==> src/verilog/ltc_pkg.sv <==
package ltc_pkg;
   // register offsets
   localparam logic [7:0] LTC_ADDR_IMP   = 8'h03;
   localparam logic [7:0] LTC_ADDR_TRANSMIT_CONFIG_ZERO  = 8'h05;
   localparam logic [7:0] LTC_ADDR_TRANSMIT_CONFIG_ONE  = 8'h06;
   localparam logic [7:0] LTC_ADDR_SCALE = 8'h07;
   localparam logic [7:0] LTC_ADDR_CTL   = 8'h08;
   localparam logic [7:0] LTC_ADDR_STAT  = 8'h09;
   // field positions
   localparam int LTC_RTERM_LSB = 0;
   localparam int LTC_TTERM_LSB = 3;
   localparam int LTC_TOFF_BIT  = 4;
   localparam int LTC_THZ_BIT   = 0;
   localparam int LTC_SRST_BIT  = 0;
   // reset values and build-out default scales
   localparam logic [2:0] LTC_TERM_RST  = 3'h0;
   localparam logic [3:0] LTC_PULS_RST  = 4'h0;
   localparam logic [5:0] LTC_SCAL_RST  = 6'h36;
   localparam logic [5:0] LTC_SCAL_D75  = 6'h11;
   localparam logic [5:0] LTC_SCAL_D150 = 6'h08;
   localparam logic [5:0] LTC_SCAL_D225 = 6'h04;
   // pulse template codes
   localparam logic [3:0] LTC_P_E175  = 4'h0;
   localparam logic [3:0] LTC_P_E1120 = 4'h1;
   localparam logic [3:0] LTC_P_J1    = 4'h7;
   localparam logic [3:0] LTC_P_D75   = 4'h9;
   localparam logic [3:0] LTC_P_D150  = 4'ha;
   localparam logic [3:0] LTC_P_D225  = 4'hb;
   // internal impedance codes
   localparam logic [1:0] LTC_IMP_E175  = 2'h0;
   localparam logic [1:0] LTC_IMP_E1120 = 2'h1;
   localparam logic [1:0] LTC_IMP_T1    = 2'h2;
   localparam logic [1:0] LTC_IMP_J1    = 2'h3;
   // strap settle: two sync stages plus one
   localparam logic [1:0] LTC_START_CNT = 2'h3;
   // attenuated build-out templates, element = ui*16 + sample
   localparam logic [0:63][7:0] LTC_WAVE_D75 = {
      128'h0002_0913_1d25_2b31_363a_3930_2820_1a17,
      128'h1412_100e_0c0b_0a09_0807_0605_0404_0303,
      128'h0202_0202_0201_0101_0101_0101_0000_0000,
      128'h0000_0000_0000_0000_0000_0000_0000_0000};
   localparam logic [0:63][7:0] LTC_WAVE_D150 = {
      128'h0000_0001_0408_0e14_1b22_2a30_3537_3837,
      128'h3533_302d_2a27_2421_1e1c_1a17_1514_1210,
      128'h0f0d_0c0b_0a09_0807_0606_0505_0404_0303,
      128'h0302_0202_0201_0101_0101_0101_0100_0000};
   localparam logic [0:63][7:0] LTC_WAVE_D225 = {
      128'h0000_0000_0103_070b_0f15_191c_2023_272a,
      128'h2c2e_3031_3232_3231_302e_2c29_2724_2220,
      128'h1e1c_1a18_1715_1413_1110_0f0e_0d0c_0a09,
      128'h0807_0605_0504_0403_0302_0202_0101_0101};

   typedef struct packed {
      logic       ext;
      logic [1:0] imp;
   } ltc_term_t;

   typedef enum logic [1:0] {
      LTC_ST_START = 2'b00,
      LTC_ST_RUN   = 2'b01
   } ltc_state_t;
endpackage

==> src/verilog/ltc_line_ctl.sv <==
`timescale 1ns/1ps
module ltc_line_ctl
   import ltc_pkg::*;
(
   // clock and reset
   input  wire logic       clock_in,
   input  wire logic       rstn_in,
   // register port
   input  wire logic [7:0] addr_in,
   input  wire logic [7:0] wdata_in,
   input  wire logic       wr_in,
   input  wire logic       rd_in,
   output logic      [7:0] rdata_out,
   // strap pins
   input  wire logic       hw_mode_in,
   input  wire logic       term_strap_in,
   input  wire logic       tx_float_ctl_in,
   input  wire logic       pattern_strap_hi_in,
   input  wire logic       pattern_strap_lo_in,
   input  wire logic [3:0] pulse_template_sel_in,
   // transmit side status and data
   input  wire logic       mclk_lost_in,
   input  wire logic       transmit_clock_lost_in,
   input  wire logic       remote_loop_in,
   input  wire logic       pattern_on_mclk_in,
   input  wire logic       tx_pos_in,
   input  wire logic       tx_neg_in,
   input  wire logic [5:0] wave_idx_in,
   // line and analog control
   output logic            tx_line_pos_out,
   output logic            tx_line_neg_out,
   output logic            tx_line_oe_out,
   output logic            tx_power_down_out,
   output ltc_term_t       tx_term_out,
   output ltc_term_t       rx_term_out,
   output logic      [3:0] pulse_template_sel_out,
   output logic      [5:0] amplitude_scale_out,
   output logic      [6:0] wave_code_out
);

////////////////////////////////////////////////////////////////////////////////
// strap synchronisers

   logic [8:0] strap_s1_r, strap_s2_r;
   always_ff @(posedge clock_in or negedge rstn_in) begin
      if (!rstn_in) begin
         strap_s1_r <= 9'h000;
         strap_s2_r <= 9'h000;
      end else begin
         strap_s1_r <= {hw_mode_in, term_strap_in, tx_float_ctl_in, pattern_strap_hi_in,
                        pattern_strap_lo_in, pulse_template_sel_in};
         strap_s2_r <= strap_s1_r;
      end
   end

   logic       hw_sync, term_sync, float_sync, phi_sync, plo_sync;
   logic [3:0] puls_sync;
   assign {hw_sync, term_sync, float_sync, phi_sync, plo_sync, puls_sync} = strap_s2_r;

////////////////////////////////////////////////////////////////////////////////
// registers and start-up

   ltc_state_t st_r, st_nxt;
   logic [1:0] cnt_r, cnt_nxt;
   logic       hw_r, hw_nxt;
   logic [2:0] rterm_r, rterm_nxt, tterm_r, tterm_nxt;
   logic [3:0] puls_r, puls_nxt;
   logic [5:0] scal_r, scal_nxt;
   logic       toff_r, toff_nxt, thz_r, thz_nxt;
   logic       srst;

   assign srst = wr_in && addr_in == LTC_ADDR_CTL && wdata_in[LTC_SRST_BIT];

   always_comb begin
      st_nxt    = st_r;
      cnt_nxt   = cnt_r;
      hw_nxt    = hw_r;
      rterm_nxt = rterm_r;
      tterm_nxt = tterm_r;
      puls_nxt  = puls_r;
      scal_nxt  = scal_r;
      toff_nxt  = toff_r;
      thz_nxt   = thz_r;
      case (st_r)
         LTC_ST_START: begin
            // wait for straps to pass the synchroniser before trusting them
            cnt_nxt = cnt_r + 2'h1;
            if (cnt_r == LTC_START_CNT - 2'h1) begin
               hw_nxt = hw_sync;
               st_nxt = LTC_ST_RUN;
            end
         end
         LTC_ST_RUN: begin
            if (wr_in) begin
               case (addr_in)
                  LTC_ADDR_IMP: begin
                     rterm_nxt = wdata_in[LTC_RTERM_LSB +: 3];
                     tterm_nxt = wdata_in[LTC_TTERM_LSB +: 3];
                  end
                  LTC_ADDR_TRANSMIT_CONFIG_ZERO: begin
                     toff_nxt = wdata_in[LTC_TOFF_BIT];
                     puls_nxt = wdata_in[3:0];
                     // picking an attenuated build-out loads its default scale
                     case (wdata_in[3:0])
                        LTC_P_D75:  scal_nxt = LTC_SCAL_D75;
                        LTC_P_D150: scal_nxt = LTC_SCAL_D150;
                        LTC_P_D225: scal_nxt = LTC_SCAL_D225;
                        default:    scal_nxt = scal_r;
                     endcase
                  end
                  LTC_ADDR_TRANSMIT_CONFIG_ONE:  thz_nxt  = wdata_in[LTC_THZ_BIT];
                  LTC_ADDR_SCALE: scal_nxt = wdata_in[5:0];
                  default: ;
               endcase
            end
            if (srst) begin
               // soft reset clears the registers and reruns start-up (strap synchronisers keep their state), pins float meanwhile
               st_nxt    = LTC_ST_START;
               cnt_nxt   = 2'h0;
               rterm_nxt = LTC_TERM_RST;
               tterm_nxt = LTC_TERM_RST;
               puls_nxt  = LTC_PULS_RST;
               scal_nxt  = LTC_SCAL_RST;
               toff_nxt  = 1'b0;
               thz_nxt   = 1'b0;
            end
         end
         default: st_nxt = LTC_ST_START;
      endcase
   end

   always_ff @(posedge clock_in or negedge rstn_in) begin
      if (!rstn_in) begin
         st_r    <= LTC_ST_START;
         cnt_r   <= 2'h0;
         hw_r    <= 1'b0;
         rterm_r <= LTC_TERM_RST;
         tterm_r <= LTC_TERM_RST;
         puls_r  <= LTC_PULS_RST;
         scal_r  <= LTC_SCAL_RST;
         toff_r  <= 1'b0;
         thz_r   <= 1'b0;
      end else begin
         st_r    <= st_nxt;
         cnt_r   <= cnt_nxt;
         hw_r    <= hw_nxt;
         rterm_r <= rterm_nxt;
         tterm_r <= tterm_nxt;
         puls_r  <= puls_nxt;
         scal_r  <= scal_nxt;
         toff_r  <= toff_nxt;
         thz_r   <= thz_nxt;
      end
   end

////////////////////////////////////////////////////////////////////////////////
// effective controls

   logic       run, pd, float_req, hiz, t1j1, ext_refused;
   logic [3:0] puls_eff;
   logic [1:0] strap_imp;
   ltc_term_t  tx_term, rx_term;

   always_comb begin
      case (puls_sync)
         LTC_P_E175:  strap_imp = LTC_IMP_E175;
         LTC_P_E1120: strap_imp = LTC_IMP_E1120;
         LTC_P_J1:    strap_imp = LTC_IMP_J1;
         default:     strap_imp = LTC_IMP_T1;
      endcase
   end

   assign run      = st_r == LTC_ST_RUN;
   assign puls_eff = hw_r ? puls_sync : puls_r;
   assign pd       = hw_r ? (phi_sync && plo_sync) : toff_r;
   assign float_req = hw_r ? float_sync : thz_r;
   // tx path stays clocked while floating, only the drivers let go
   assign hiz = !run || float_req || pd || mclk_lost_in ||
                (transmit_clock_lost_in && !remote_loop_in && !pattern_on_mclk_in);
   // in register mode T1/J1 tx has no external option: keep internal matching
   assign t1j1        = tterm_r[1:0] == LTC_IMP_T1 || tterm_r[1:0] == LTC_IMP_J1;
   assign ext_refused = !hw_r && tterm_r[2] && t1j1;

   always_comb begin
      if (hw_r) begin
         tx_term.ext = !term_sync;
         tx_term.imp = strap_imp;
         rx_term     = tx_term;
      end else begin
         tx_term.ext = tterm_r[2] && !t1j1;
         tx_term.imp = tterm_r[1:0];
         rx_term.ext = rterm_r[2];
         rx_term.imp = rterm_r[1:0];
      end
   end

   logic [6:0] wave;
   always_comb begin
      case (puls_eff)
         LTC_P_D75:  wave = LTC_WAVE_D75[wave_idx_in][6:0];
         LTC_P_D150: wave = LTC_WAVE_D150[wave_idx_in][6:0];
         LTC_P_D225: wave = LTC_WAVE_D225[wave_idx_in][6:0];
         default:    wave = 7'h00;
      endcase
   end

////////////////////////////////////////////////////////////////////////////////
// output and read-back registers

   logic [7:0] rd_nxt;
   always_comb begin
      rd_nxt = 8'h00;
      if (rd_in) begin
         case (addr_in)
            LTC_ADDR_IMP:   rd_nxt = {2'h0, tterm_r, rterm_r};
            LTC_ADDR_TRANSMIT_CONFIG_ZERO:  rd_nxt = {3'h0, toff_r, puls_r};
            LTC_ADDR_TRANSMIT_CONFIG_ONE:  rd_nxt = {7'h00, thz_r};
            LTC_ADDR_SCALE: rd_nxt = {2'h0, scal_r};
            LTC_ADDR_STAT:  rd_nxt = {3'h0, ext_refused, run, hiz, pd, hw_r};
            default:        rd_nxt = 8'h00;
         endcase
      end
   end

   always_ff @(posedge clock_in or negedge rstn_in) begin
      if (!rstn_in) begin
         rdata_out              <= 8'h00;
         tx_line_pos_out        <= 1'b0;
         tx_line_neg_out        <= 1'b0;
         tx_line_oe_out         <= 1'b0;
         tx_power_down_out      <= 1'b0;
         tx_term_out            <= '0;
         rx_term_out            <= '0;
         pulse_template_sel_out <= LTC_PULS_RST;
         amplitude_scale_out    <= LTC_SCAL_RST;
         wave_code_out          <= 7'h00;
      end else begin
         rdata_out              <= rd_nxt;
         tx_line_pos_out        <= tx_pos_in && !hiz;
         tx_line_neg_out        <= tx_neg_in && !hiz;
         tx_line_oe_out         <= !hiz;
         tx_power_down_out      <= pd;
         tx_term_out            <= tx_term;
         rx_term_out            <= rx_term;
         pulse_template_sel_out <= puls_eff;
         amplitude_scale_out    <= scal_r;
         wave_code_out          <= wave;
      end
   end
endmodule

==> config.mk <==
export PLATFORM = sky130hd
export DESIGN_NAME = ltc_line_ctl
export DESIGN_NICKNAME = d
export VERILOG_FILES = /design/src/verilog/ltc_pkg.sv /design/src/verilog/ltc_line_ctl.sv
export SDC_FILE = /design/constraint.sdc
export NUM_CORES = 1
export LEC_CHECK = 0
export CAP_MARGIN = 20
export CORE_MARGIN = 2
export CORE_UTILIZATION = 50
export DETAILED_ROUTE_END_ITERATION = 10
export DONT_BUFFER_PORTS = 1
export PLACE_DENSITY = 0.7
export SYNTH_ARGS = -nofsm -noshare
export SYNTH_HDL_FRONTEND = slang
export SYNTH_SLANG_ARGS = --single-unit
export TNS_END_PERCENT = 5
==> constraint.sdc <==
create_clock -name clock_in -period 1.95 [get_ports clock_in]
set_input_delay 0.0975 -clock clock_in [delete_from_list [all_inputs] [get_ports clock_in]]
set_output_delay 0.0975 -clock clock_in [all_outputs]
set_load 0.05 [all_outputs]
==> flow_summary.ini <==
[global_route]
grt_pass1_wl_um = 17100
grt_pass1_vias = 3437
overflow = 0
antenna_found_initial = 0
grt_max_degree = 73
track_usage = 0.241

[detailed_routing]
first_pass_iters = 6
post_drt_wl_per_cell_um = 18.6
wirelength_um = 10700
viasPerCell = 6.32
drt_iter0_drc = 359
ant_nets = 0
remaining_drc_errors = 0
via_count = 3614

[synthesis]
yosysWarnings = 0
synth.top_cell.area_share = 0.378
syn_area_um2 = 4240
syn-mean-instance-area_um2 = 9.48
ys_seq_area_frac = 0.428
synth_common_cells = dfrtp_1 (64), o21ai_0 (33), nand2_1 (32), nor2_1 (31), a21oi_1 (25)
async_reset_ff_frac = 1.00
synth-edff-count = 0
ys_types = 72
synthTopCellsByArea = dfrtp_1 (38%), dfstp_2 (5.0%), ha_1 (4.1%)
yosysMostFrequentCell = dfrtp_1
ys_ff_latch = 72
syn_inst = 447
synth_top_area_cell = dfrtp_1
ys.flop_type = dfrtp_1

[sta]
hold_viol = 0
finalSetupTns_ns = 0
finClkSkew_ns = 0.0107
min_period_ns = 1.84
fin_hold_ws_ns = 0.0100
max_freq_mhz = 544
worst_pin_slew_ns = 0.663
drv_slew = 0
finalSetupViolCount = 0
slew_headroom = 0.553
worst_slack_ns = 0.112
fin_crit_sh = 0.943
rsz0062_at_grt = no

[worst_setup_path]
cp.required_ns = 2.18
crit_slowest_cell = dfrtp_2
rr_worst_depth = 5
crit_top_cell = o211ai_1
start_kind = register
arrival_ns = 2.07
crit_type = reg2reg
end_kind = register
crit_fanout = 8
r2r_end = wave_code_out[2]$_DFF_PN0_
path_cells = or3b_2 -> a22o_1 -> nor2_2 -> o211ai_1 -> o211ai_1
crit_path_end = wave_code_out[2]$_DFF_PN0_
rrSetupSlack_ns = 0.11
r2r_start = hw_r$_DFFE_PN0P_
max_stage_delay_ns = 0.48
crit_start = hw_r$_DFFE_PN0P_

[power]
p_comb_frac = 0.146
seqPwrFrac = 0.504
p_sw_mw = 1.05
power_switching_share = 0.289
power_density_nw_per_um2 = 761
irDropWorstVdd_mv = 0.748
p_leak_nw = 2.07
p_int_mw = 2.58
clock_power_share = 0.349

[finish]
fill_cells = 679
antenna-diode-count = 0
fin_nets = 517
postLayoutCellArea_um2 = 4770
area_delta_synth_final_pct = 12.5
drive_above_1_share = 0.131
final_util = 0.580

[floorplan]
die_h_um = 96.1
row_count = 33
die_x_um = 96.1
initial_core_util = 0.516
die_area_um2 = 9230
ios = 76
core_um2 = 8220

[placed_design]
placed_cell_area_um2 = 4310
post-place-ws_ns = 0.0857
gp_congestion = 0.910
hpwl_um = 7030
port_buffers = 0

[worst_hold_path]
hold_class = in2reg
whs_path_depth = 3

[flow_run]
maxCapViolations = 0

[cts]
cts_tree = yes
numCtsBuffers = 9
cts.sinks = 72
cts_max_level = 3
clock_path_buffers = 2
cts.root.buffer_cell = clkbuf_8
path_clk_slew_ns = 0.08
clock_latency_ns = 0.34

[outcome]
status = finished clean
## power groups by stage
stage	combinational [mW]	clock, mW	sequential, mW
floorplan	0.399	0	1.83
global placement	0.435	0	1.85
detailed placement	0.446	0	1.86
CTS	0.523	1.29	1.83
global route	0.589	1.36	1.84
finish	0.531	1.27	1.83
## what timing repair did
action | in CTS | in global routing
setup endpoints to repair | 0 | 5
hold buffers | 22 | 0
resized for setup | 0 | 4
hold endpoints to repair | 101 | 0
setup buffers | 0 | 0
## cell usage in the layout, fill, tap and decap left out, types with 8 or more instances in the layout
cell type,netlist,final
nand3_1,12,12
nor2_1,31,30
clkbuf_8,1,9
nor2b_1,11,11
dfstp_2,8,8
a211oi_1,10,10
nand2_1,32,32
o21ai_0,33,33
a22o_1,16,16
nand2b_1,10,10
buf_4,3,14
ha_1,14,14
dlygate4sd3_1,0,21
dfrtp_1,64,63
a21oi_1,25,25
inv_1,17,17
## how the worst min path moves through the flow
stage                                      start                                to  slack [ns]
final                             wave_idx_in[5]        wave_code_out[3]$_DFF_PN0_        0.01
after global routing      transmit_clock_lost_in          tx_line_oe_out$_DFF_PN0_        0.02
after CTS                         wave_idx_in[5]        wave_code_out[2]$_DFF_PN0_       0.002
after detailed placement                 rstn_in            rdata_out[5]$_DFF_PN0_       -0.20
after global placement                   rstn_in            rdata_out[5]$_DFF_PN0_       -0.20
after floorplan                          rstn_in  amplitude_scale_out[0]$_DFF_PN0_       -0.20
## stage by stage
step | std cells | power, mW
floorplan | 449 | 2.23
global placement | 534 | 2.29
detailed placement | 534 | 2.30
CTS | 572 | 3.65
global route | 572 | 3.79
finish | 572 | 3.63
## flip-flops by register name, indices dropped and copies added, names as in the netlist
signal / flops
st_r: 1
rterm_r: 3
wave_code_out: 6
tterm_r: 3
puls_r: 4
tx_line_pos_out: 1
cnt_r: 2
tx_line_neg_out: 1
amplitude_scale_out: 6
scal_r: 6
hw_r: 1
rx_term_out: 3
pulse_template_sel_out: 4
toff_r: 1
strap_s2_r: 9
tx_line_oe_out: 1
thz_r: 1
rdata_out: 6
tx_power_down_out: 1
strap_s1_r: 9
tx_term_out: 3
## per-layer routing
layer  up-vias  routed length, µm  GRT usage
met2       208               4900      0.360
met1      1722               4550      0.351
li1       1663                  -          -
met4         0                164     0.0726
met5         -                  0          0
met3        21               1040     0.0556
## cell families (layout without fill, tap and decap cells)
family / count (synthesis) / count (layout) / synth area share
buffers and inverters: 53 / 71 / 0.0590
xor gates and xnor gates: 1 / 1 / 0.00207
muxes: 18 / 18 / 0.0458
other: 1 / 3 / 0.000885
DFF: 72 / 72 / 0.428
adders and majority gates: 14 / 14 / 0.0413
AOI/OAI and AO/OA: 145 / 145 / 0.237
and+or+nand+nor: 143 / 143 / 0.187
## final cells by class
class / instances / area (µm²) / area share
Multi-Input combinational cell: 324 / 2190 / 0.459
Sequential cell: 72 / 1810 / 0.380
Timing Repair Buffer: 37 / 354 / 0.0743
Clock buffer: 11 / 131 / 0.0276
Tap cell: 105 / 131 / 0.0276
Clock inverter: 5 / 81.3 / 0.0171
Inverter: 18 / 67.6 / 0.0142
## critical path: cells and delay by family, from the launching register on
kind,cells,cell delay [ns]
simple gates,2,0.68
flops,1,0.48
compound gates,3,0.57
No activity file was read; power rests on OpenSTA's default activity.
